===== src/shared/fpc_cfg.svh =====
/*
 * Named indices, field positions, key values and reset values of the
 * flat-panel control register bank.
 * Assumes it is included by bare name from design files only.
 */
`ifndef FPC_CFG_SVH
`define FPC_CFG_SVH
// ------------------------------------------------------------
// Register indices on the indexed I/O port
// ------------------------------------------------------------
`define FPC_IDX_PANEL_CTL2 8'h33
`define FPC_IDX_PANEL_KEY 8'h34
`define FPC_IDX_MAP_KEY 8'h35
`define FPC_IDX_MAP_ADDR 8'h38
`define FPC_IDX_MAP_DATA 8'h39
`define FPC_IDX_MAP_PWR 8'h3a
`define FPC_IDX_HEIGHT 8'h3b
`define FPC_IDX_BLINK 8'h3c
// ------------------------------------------------------------
// Key values
// ------------------------------------------------------------
`define FPC_PANEL_KEY_VAL 3'h5
`define FPC_SHADOW_KEY_VAL 3'h6
`define FPC_MAP_KEY_VAL 8'h30
`define FPC_KEY_PANEL_HI 6
`define FPC_KEY_PANEL_LO 4
`define FPC_KEY_SHADOW_HI 2
`define FPC_KEY_SHADOW_LO 0
// ------------------------------------------------------------
// Field positions
// ------------------------------------------------------------
`define FPC_C2_RES_HI 7
`define FPC_C2_STN_HI 6
`define FPC_C2_STN_LO 5
`define FPC_C2_RES_LO 4
`define FPC_C2_LCD4 3
`define FPC_C2_SHADE 2
`define FPC_C2_REF_CNT 1
`define FPC_C2_REF_SRC 0
`define FPC_PW_PD_SEL 7
`define FPC_PW_DIV8 6
`define FPC_PW_HREL 5
`define FPC_PW_BYPASS 3
`define FPC_PW_WEIGHT 1
`define FPC_PW_RW_MASK 8'hea
`define FPC_BL_LP_MODE 7
`define FPC_BL_SCLK_POL 6
`define FPC_BL_CHAR_HI 5
`define FPC_BL_CHAR_LO 3
`define FPC_BL_CUR_HI 2
`define FPC_BL_CUR_LO 0
// ------------------------------------------------------------
// Reset values, blink codes, weights
// ------------------------------------------------------------
`define FPC_RST_BYTE 8'h00
`define FPC_RST_INT 6'h00
`define FPC_STEP 8'h01
`define FPC_BLINK_OFF 3'h0
`define FPC_BLINK_MAX 3'h5
`define FPC_BLINK_SHIFT 4'h2
`define FPC_W_RED 16'h004d
`define FPC_W_GREEN 16'h0097
`define FPC_W_BLUE 16'h001c
`define FPC_W_SHIFT 8
`define FPC_REF_ONE 2'h1
`define FPC_REF_TWO 2'h2
`define FPC_REF_CRT 2'h0
`endif


===== src/shared/fpc_pkg.sv =====
/*
 * Types shared by the flat-panel control register bank.
 * Assumes nothing beyond a SystemVerilog compiler.
 */
package fpc_pkg;
   // Panel width select, coded as {bit7, bit4} of the second control reg
   typedef enum logic [1:0] {
      FPC_W640 = 2'h0,
      FPC_WRSV = 2'h1,
      FPC_W1024 = 2'h2,
      FPC_W800 = 2'h3
   } fpc_width_type;
   // Panel kind from the STN field
   typedef enum logic [1:0] {
      FPC_NOT_STN = 2'h0,
      FPC_STN8 = 2'h1,
      FPC_STN_UNDEF = 2'h2,
      FPC_STN16 = 2'h3
   } fpc_stn_type;
endpackage


===== src/verilog/fpc_regs.sv =====
/*
 * Flat-panel control register bank: panel and mapping-RAM locks, mapping
 * RAM with auto-incrementing address, power and panel timing controls,
 * blink phase generation and intensity weighting.
 * Assumes host cycles arrive as one-cycle strobes synchronous to MCLK and
 * that FRAME_START, VBLANK and the pixel inputs come from the timing logic.
 */
`timescale 1ns/1ps
`default_nettype none
`include "fpc_cfg.svh"
module fpc_regs (
   input wire logic MCLK,
   input wire logic RST,
   input wire logic IO_WR,
   input wire logic IO_RD,
   input wire logic IO_BYTE,
   input wire logic [7:0] IO_INDEX,
   input wire logic [7:0] IO_WDATA,
   output logic [7:0] IO_RDATA,
   output logic IO_RVALID,
   output logic SYS_OE,
   input wire logic POWER_DOWN_INPUT,
   input wire logic GEN_PD_ENABLE,
   input wire logic CRT_MODE,
   input wire logic PLASMA_PANEL,
   input wire logic VBLANK,
   input wire logic FRAME_START,
   input wire logic [7:0] MAP_INDEX,
   output logic [7:0] MAP_SHADE,
   input wire logic [5:0] PIX_RED,
   input wire logic [5:0] PIX_GREEN,
   input wire logic [5:0] PIX_BLUE,
   output logic [5:0] INTENSITY,
   output fpc_pkg::fpc_stn_type STN_TYPE,
   output fpc_pkg::fpc_width_type PANEL_WIDTH,
   output logic SINGLE_LCD_4BIT,
   output logic SHADE_PWM,
   output logic [1:0] REFRESH_PER_LINE,
   output logic SHADOW_UNLOCKED,
   output logic SYS_POWERDOWN_SEL,
   output logic DIV8_CLK_EN,
   output logic MAP_BYPASS,
   output logic [7:0] PANEL_HEIGHT,
   output logic LINE_PULSE_EN,
   output logic SHIFT_CLK_RUN,
   output logic SHIFT_CLK_INVERT,
   output logic CHAR_BLINK_ON,
   output logic CURSOR_BLINK_ON
);
   // ------------------------------------------------------------
   // Storage
   // ------------------------------------------------------------
   logic [7:0] ctl2_q;
   logic [7:0] panel_key_q;
   logic [7:0] map_key_q;
   logic [7:0] map_addr_q;
   logic [7:0] map_pwr_q;
   logic [7:0] height_q;
   logic [7:0] blink_q;
   logic [7:0] frame_cnt_q;
   logic [7:0] map_ram [0:255];
   logic panel_open;
   logic map_open;
   logic released;
   logic wr_ok;
   logic rd_ok;
   logic data_acc;
   logic [15:0] weighted;

   // Lock decode from stored keys
   // Bit 7 of the panel key is ignored, so both halves of the byte range open
   assign panel_open = (panel_key_q[`FPC_KEY_PANEL_HI:`FPC_KEY_PANEL_LO] == `FPC_PANEL_KEY_VAL);
   assign map_open = (map_key_q == `FPC_MAP_KEY_VAL);
   assign released = map_pwr_q[`FPC_PW_HREL] & ~POWER_DOWN_INPUT;
   // Released device takes no host cycle at all
   assign wr_ok = IO_WR & ~released;
   assign rd_ok = IO_RD & ~released;
   // Wide cycles at the data port neither move data nor the counter
   assign data_acc = (wr_ok | rd_ok) & map_open & IO_BYTE
                     & (IO_INDEX == `FPC_IDX_MAP_DATA);

   // ------------------------------------------------------------
   // Key registers
   // ------------------------------------------------------------
   // Keys load on any write; the open state follows the last value
   always_ff @(posedge MCLK or posedge RST) begin
      if (RST) begin
         panel_key_q <= `FPC_RST_BYTE;
         map_key_q <= `FPC_RST_BYTE;
      end else begin
         if (wr_ok && IO_INDEX == `FPC_IDX_PANEL_KEY) begin
            panel_key_q <= IO_WDATA;
         end
         if (wr_ok && IO_INDEX == `FPC_IDX_MAP_KEY) begin
            map_key_q <= IO_WDATA;
         end
      end
   end

   // ------------------------------------------------------------
   // Panel group: second control, height, blink
   // ------------------------------------------------------------
   // Writes land only while the panel key is open
   always_ff @(posedge MCLK or posedge RST) begin
      if (RST) begin
         ctl2_q <= `FPC_RST_BYTE;
         height_q <= `FPC_RST_BYTE;
         blink_q <= `FPC_RST_BYTE;
      end else if (wr_ok && panel_open) begin
         if (IO_INDEX == `FPC_IDX_PANEL_CTL2) begin
            ctl2_q <= IO_WDATA;
         end
         if (IO_INDEX == `FPC_IDX_HEIGHT) begin
            height_q <= IO_WDATA;
         end
         if (IO_INDEX == `FPC_IDX_BLINK) begin
            blink_q <= IO_WDATA;
         end
      end
   end

   // ------------------------------------------------------------
   // Mapping group: address counter, data port, power control
   // ------------------------------------------------------------
   // Counter loads on its own index and steps on every data access
   always_ff @(posedge MCLK or posedge RST) begin
      if (RST) begin
         map_addr_q <= `FPC_RST_BYTE;
      end else if (data_acc) begin
         // Wraps ff to 00, so a full table load needs one address write
         map_addr_q <= map_addr_q + `FPC_STEP;
      end else if (wr_ok && map_open && IO_BYTE && IO_INDEX == `FPC_IDX_MAP_ADDR) begin
         map_addr_q <= IO_WDATA;
      end
   end

   // RAM contents are not reset; software loads the table
   always_ff @(posedge MCLK) begin
      if (data_acc && IO_WR) begin
         map_ram[map_addr_q] <= IO_WDATA;
      end
   end

   // Reserved bits of the power control never store
   always_ff @(posedge MCLK or posedge RST) begin
      if (RST) begin
         map_pwr_q <= `FPC_RST_BYTE;
      end else if (wr_ok && map_open && IO_INDEX == `FPC_IDX_MAP_PWR) begin
         map_pwr_q <= IO_WDATA & `FPC_PW_RW_MASK;
      end
   end

   // ------------------------------------------------------------
   // Read path
   // ------------------------------------------------------------
   // Locked or unknown indices answer zero so nothing leaks out
   // A data port read also steps the counter; polling it walks the table
   always_ff @(posedge MCLK or posedge RST) begin
      if (RST) begin
         IO_RDATA <= `FPC_RST_BYTE;
         IO_RVALID <= 1'b0;
      end else begin
         IO_RVALID <= rd_ok;
         IO_RDATA <= `FPC_RST_BYTE;
         if (rd_ok) begin
            unique case (IO_INDEX)
               `FPC_IDX_PANEL_CTL2: IO_RDATA <= panel_open ? ctl2_q : `FPC_RST_BYTE;
               `FPC_IDX_HEIGHT: IO_RDATA <= panel_open ? height_q : `FPC_RST_BYTE;
               `FPC_IDX_BLINK: IO_RDATA <= panel_open ? blink_q : `FPC_RST_BYTE;
               `FPC_IDX_PANEL_KEY: IO_RDATA <= `FPC_RST_BYTE;
               `FPC_IDX_MAP_KEY: IO_RDATA <= map_key_q;
               `FPC_IDX_MAP_ADDR: IO_RDATA <= (map_open && IO_BYTE) ? map_addr_q : `FPC_RST_BYTE;
               `FPC_IDX_MAP_DATA: IO_RDATA <= data_acc ? map_ram[map_addr_q] : `FPC_RST_BYTE;
               `FPC_IDX_MAP_PWR: IO_RDATA <= map_open ? map_pwr_q : `FPC_RST_BYTE;
               default: IO_RDATA <= `FPC_RST_BYTE;
            endcase
         end
      end
   end

   // System interface drive enable drops while released
   always_ff @(posedge MCLK or posedge RST) begin
      if (RST) begin
         SYS_OE <= 1'b1;
      end else begin
         SYS_OE <= ~released;
      end
   end

   // ------------------------------------------------------------
   // Static control outputs
   // ------------------------------------------------------------
   // Registered copies keep every output straight from a flop
   always_ff @(posedge MCLK or posedge RST) begin
      if (RST) begin
         STN_TYPE <= fpc_pkg::FPC_NOT_STN;
         PANEL_WIDTH <= fpc_pkg::FPC_W640;
         SINGLE_LCD_4BIT <= 1'b0;
         SHADE_PWM <= 1'b0;
         REFRESH_PER_LINE <= `FPC_REF_CRT;
         SHADOW_UNLOCKED <= 1'b0;
         SYS_POWERDOWN_SEL <= 1'b0;
         DIV8_CLK_EN <= 1'b0;
         MAP_BYPASS <= 1'b0;
         PANEL_HEIGHT <= `FPC_RST_BYTE;
         SHIFT_CLK_INVERT <= 1'b0;
      end else begin
         STN_TYPE <= fpc_pkg::fpc_stn_type'(ctl2_q[`FPC_C2_STN_HI:`FPC_C2_STN_LO]);
         PANEL_WIDTH <= fpc_pkg::fpc_width_type'({ctl2_q[`FPC_C2_RES_HI], ctl2_q[`FPC_C2_RES_LO]});
         SINGLE_LCD_4BIT <= ctl2_q[`FPC_C2_LCD4];
         SHADE_PWM <= ctl2_q[`FPC_C2_SHADE];
         // Zero tells the refresh logic to follow the CRT controller
         if (!ctl2_q[`FPC_C2_REF_SRC]) begin
            REFRESH_PER_LINE <= `FPC_REF_CRT;
         end else if (ctl2_q[`FPC_C2_REF_CNT]) begin
            REFRESH_PER_LINE <= `FPC_REF_TWO;
         end else begin
            REFRESH_PER_LINE <= `FPC_REF_ONE;
         end
         SHADOW_UNLOCKED <= (panel_key_q[`FPC_KEY_SHADOW_HI:`FPC_KEY_SHADOW_LO] == `FPC_SHADOW_KEY_VAL);
         SYS_POWERDOWN_SEL <= map_pwr_q[`FPC_PW_PD_SEL];
         DIV8_CLK_EN <= map_pwr_q[`FPC_PW_DIV8] & GEN_PD_ENABLE;
         MAP_BYPASS <= map_pwr_q[`FPC_PW_BYPASS];
         PANEL_HEIGHT <= height_q;
         // Plasma panels keep the normal edge whatever software asks
         SHIFT_CLK_INVERT <= blink_q[`FPC_BL_SCLK_POL] & ~PLASMA_PANEL;
      end
   end

   // ------------------------------------------------------------
   // Line pulse and shift clock gating
   // ------------------------------------------------------------
   always_ff @(posedge MCLK or posedge RST) begin
      if (RST) begin
         LINE_PULSE_EN <= 1'b0;
         SHIFT_CLK_RUN <= 1'b0;
      end else begin
         LINE_PULSE_EN <= ~VBLANK | blink_q[`FPC_BL_LP_MODE];
         SHIFT_CLK_RUN <= ~VBLANK;
      end
   end

   // ------------------------------------------------------------
   // Blink phase
   // ------------------------------------------------------------
   // One free counter serves both rates; bit n toggles every 2**n frames
   always_ff @(posedge MCLK or posedge RST) begin
      if (RST) begin
         frame_cnt_q <= `FPC_RST_BYTE;
      end else if (FRAME_START) begin
         frame_cnt_q <= frame_cnt_q + `FPC_STEP;
      end
   end

   // Undefined codes and CRT mode leave the element steadily on
   function automatic logic blink_phase(input logic [2:0] code, input logic [7:0] cnt);
      logic [3:0] bit_sel;
      bit_sel = {1'b0, code} + `FPC_BLINK_SHIFT;
      if (code == `FPC_BLINK_OFF || code > `FPC_BLINK_MAX) begin
         blink_phase = 1'b1;
      end else begin
         blink_phase = ~cnt[bit_sel[2:0]];
      end
   endfunction

   always_ff @(posedge MCLK or posedge RST) begin
      if (RST) begin
         CHAR_BLINK_ON <= 1'b1;
         CURSOR_BLINK_ON <= 1'b1;
      end else if (CRT_MODE) begin
         CHAR_BLINK_ON <= 1'b1;
         CURSOR_BLINK_ON <= 1'b1;
      end else begin
         CHAR_BLINK_ON <= blink_phase(blink_q[`FPC_BL_CHAR_HI:`FPC_BL_CHAR_LO], frame_cnt_q);
         CURSOR_BLINK_ON <= blink_phase(blink_q[`FPC_BL_CUR_HI:`FPC_BL_CUR_LO], frame_cnt_q);
      end
   end

   // ------------------------------------------------------------
   // Gray mapping and weighting
   // ------------------------------------------------------------
   // Weights are scaled to 256 so the divide is a plain shift
   assign weighted = `FPC_W_RED * {10'h000, PIX_RED} + `FPC_W_GREEN * {10'h000, PIX_GREEN}
                     + `FPC_W_BLUE * {10'h000, PIX_BLUE};

   always_ff @(posedge MCLK or posedge RST) begin
      if (RST) begin
         INTENSITY <= `FPC_RST_INT;
         MAP_SHADE <= `FPC_RST_BYTE;
      end else begin
         // Without weighting the green channel stands for intensity
         INTENSITY <= map_pwr_q[`FPC_PW_WEIGHT] ? weighted[`FPC_W_SHIFT +: 6] : PIX_GREEN;
         MAP_SHADE <= map_pwr_q[`FPC_PW_BYPASS] ? MAP_INDEX : map_ram[MAP_INDEX];
      end
   end
endmodule
`default_nettype wire


===== config.mk =====
export PLATFORM = sky130hd
export DESIGN_NAME = fpc_regs
export DESIGN_NICKNAME = d
export VERILOG_FILES = /design/src/shared/fpc_pkg.sv /design/src/verilog/fpc_regs.sv
export VERILOG_INCLUDE_DIRS = /design/src /design/src/shared
export SDC_FILE = /design/constraint.sdc
export NUM_CORES = 2
export LEC_CHECK = 0
export BUFFER_PORTS_ARGS = -buffer_cell sky130_fd_sc_hd__buf_2
export CAP_MARGIN = 10
export CORE_AREA = 4 4 441 443
export DETAILED_ROUTE_END_ITERATION = 16
export DIE_AREA = 0 0 445 447
export PLACE_DENSITY = 0.73
export SLEW_MARGIN = 20
export SYNTH_ARGS = -nofsm -noshare
export SYNTH_HDL_FRONTEND = slang
export SYNTH_SLANG_ARGS = --single-unit

===== constraint.sdc =====
create_clock -name MCLK -period 4.2 [get_ports MCLK]
set_clock_uncertainty 0.15 [all_clocks]
set_input_delay 0 -clock MCLK [delete_from_list [all_inputs] [get_ports MCLK]]
set_output_delay 0 -clock MCLK [all_outputs]
set_load 0.005 [all_outputs]

==> results.py <==
metrics = {
    "logic_synthesis": {
        "syn-num-nets": 5507,
        "syn_avg_cell_area_um2": 19.2,
        "ys_ff_latch": 2156,
        "synthCells": 5347,
        "ys_warn_count": 0,
        "synth_top_area_share_pct": 59.9,
        "synth.distinct_cells": 80,
        "synth_mux_area_share_pct": 26.5,
        "synthArstFlopShare_pct": 5.01,
        "synth_edf_count": 2048,
        "synth-seq-area-share_pct": 62.6,
        "synth_xor_area_share_pct": 0.128,
        "yosysTopAreaCell": "edfxtp_1",
        "synth_compound_area_share_pct": 3.66,
        "synth_top_family_by_area": "multiplexers",
        "synthAdderAreaFrac_pct": 1.62,
        "synth_simple_gate_area_share_pct": 3.07,
        "syn-cell-area_mm2": 0.103,
        "ys.flop_type": "edfxtp_1",
        "ys_top_cells_by_area": "edfxtp_1, mux4_2, dfrtp_1",
    },
    "detailed_routing": {
        "totalWireLength_um": 341000,
        "num_vias": 63097,
        "drt_iter0_drc": 10897,
        "drc": 0,
        "drtPass1Iterations": 6,
        "avgViaCountPerCell": 7.34,
        "drtAntennaViolNets": 0,
        "wl_per_cell_um": 39.7,
    },
    "finish": {
        "area_growth_pct": 14.0,
        "finalNonFillerCells": 8595,
        "fillCellCount": 13144,
        "fin_util_pct": 61.6,
        "final_cell_mix": "edfxtp_1, mux4_2, buf_4",
        "final_area_mm2": 0.117,
        "fin_nets": 6051,
        "drive_gt1_share_pct": 36.1,
        "final_common_cell": "edfxtp_1",
    },
    "timing": {
        "fin_ws_ns": -0.0519,
        "setup-violations-final": 3,
        "finalSetupTns_ns": -0.106,
        "period_minus_slack_ns": 4.25,
        "timing.fmax_ghz": 0.235,
        "worst_slew_pin_slew_ns": 1.29,
        "rsz0062_at_grt": "yes",
        "slew_headroom_pct": 14.1,
        "fin_crit_sh_pct": 101,
        "drv_slew": 0,
        "finalHoldViolations": 0,
    },
    "run_status": {
        "violations": "negative setup slack",
        "status": "complete, but fails checks",
    },
    "worst_setup_path": {
        "crit_start": "PIX_BLUE[0]",
        "crit_required_ns": 4.80,
        "cp-end-kind": "register",
        "startpoint_type": "primary input",
        "r2r-start": "map_addr_q[1]",
        "critPathArrivalTime_ns": 4.85,
        "cp_max_fo": 3,
        "crit_type": "in2reg",
    },
    "floorplan": {
        "die-area_mm2": 0.199,
        "core_mm2": 0.190,
        "initial_core_util_pct": 54.0,
        "num_rows": 160,
        "dieHeight_um": 447,
        "io_pins": 102,
        "die_w_um": 445,
    },
    "global_routing": {
        "antenna_found_initial": 19,
        "grt_pass1_vias": 62041,
        "grt_pass1_wl_um": 478000,
        "track_usage_pct": 34.4,
        "overflow": 0,
        "grt_max_degree": 154,
    },
    "placement": {
        "placed_cell_area_mm2": 0.109,
        "gp_congestion": 1.03,
        "placement.io_buffers": 101,
        "dp_hpwl_um": 237000,
        "post-place-ws_ns": -1.12,
        "post-place-cells": 8115,
    },
    "power": {
        "ir_worst_vdd_mv": 0.425,
        "cellPowerDensity_mw_per_mm2": 401,
        "p_leak_nw": 37.9,
    },
    "job": {
        "cap_violations": 0,
    },
    "clock_network": {
        "cts_tree": "done",
        "clkTransAtPathRegs_ns": 0.06,
        "cts_inserted_buffers": 216,
        "cts_sinks": 2156,
        "ctsHtreeMaxLevel": 4,
        "clk_latency_ns": 0.91,
        "cts.root.buffer_cell": "clkbuf_16",
        "cts.path.max_buffers": 3,
    },
    "worst_hold_path": {
        "hp-start": "IO_WDATA[2]",
        "hp-class": "in2reg",
    },
}
## metal layers
layer	up-vias	wire length, um	track usage [%]
met5	-	141	0.0244
met4	18	24500	19.6
met3	1014	49900	11.2
met2	5358	151000	50.1
met1	32835	116000	46.2
li1	23872	-	-
## critical path, cell delays in order
cell	delay (ns)
buf_6	0.10
fa_1	0.53
ha_2	0.19
inv_2	0.04
fa_2	0.56
inv_2	0.04
ha_4	0.21
fa_1	0.51
inv_1	0.05
fa_1	0.46
fa_1	0.49
inv_1	0.04
ha_1	0.32
a2111oi_4	0.33
o21ai_2	0.15
a41oi_2	0.24
buf_4	0.17
nand2b_4	0.12
a21oi_2	0.05
mux2_4	0.25
## registers in the layout, summed over array words and instances, names as in the netlist, 2 cells and up
name / flops
frame_cnt_q: 8
ctl2_q: 8
panel_key_q: 6
map_key_q: 8
map_ram: 2048
map_pwr_q: 5
map_addr_q: 8
INTENSITY: 6
MAP_SHADE: 8
REFRESH_PER_LINE: 2
blink_q: 8
PANEL_HEIGHT: 8
height_q: 8
STN_TYPE: 2
IO_RDATA: 8
PANEL_WIDTH: 2
## metrics by stage
stage | hold slack (ns) | power, mW
CTS | 0.00325 | 46.9
global placement | 0.00287 | 28.0
global route | 0.0694 | 48.3
detailed placement | 0.00707 | 28.1
floorplan | -0.0906 | 26.4
finish | 0.0845 | 46.9
## synth_stat cells (72+ instances only)
master / instances
a21oi_1: 79
a22oi_1: 119
buf_2: 113
clkbuf_1: 167
dfrtp_1: 105
edfxtp_1: 2048
inv_1: 83
mux2_2: 94
mux2i_1: 183
mux4_2: 1061
nand2_1: 128
nand3_1: 75
nor2_1: 318
o21ai_0: 72
## repair_timing
item	4_1_cts	5_1_grt
pin swaps	7	19
buffers inserted	2	2
endpoints found under the hold margin	1224	0
hold buffers	65	0
resized for setup	7	25
setup endpoints to repair	4	4
cloned	0	0
## final cells by class
cell class | count | area (um^2) | share of cell area, %
Clock inverter | 129 | 1120 | 0.956
Sequential cell | 2156 | 64200 | 54.9
Tap cell | 2511 | 3140 | 2.69
Clock buffer | 273 | 5690 | 4.87
Inverter | 87 | 347 | 0.296
Multi-Input combinational cell | 2692 | 36100 | 30.9
Timing Repair Buffer | 738 | 6320 | 5.40
Antenna cell | 9 | 22.5 | 0.0193
## worst paths after layout
path                       cells past startpoint  slack (ns)         endpoint
max in group asynchronous                      5        2.58    map_addr_q[1]
min in group asynchronous                      4        0.28        ctl2_q[3]
setup reg to reg                               9        0.13      IO_RDATA[6]
hold / removal                                 2        0.08  map_ram[208][2]
hold reg to reg                                0        0.25  SINGLE_LCD_4BIT
setup / recovery                              20       -0.05     INTENSITY[3]
## power by group
group / internal (mW) / switching (mW)
Combinational: 1.90 / 2.48
Sequential: 23.6 / 0.0859
Clock: 10.5 / 8.41
## cells by family (layout without fill, tap and decap cells)
family	after synthesis	in the layout
fa+ha+maj	107	107
simple gates	686	686
xor+xnor	15	15
flops	2156	2156
compound gates	529	529
buf+inv	499	1227
other cells	0	9
mux	1355	1355
Power figures use the tool's default switching activity.
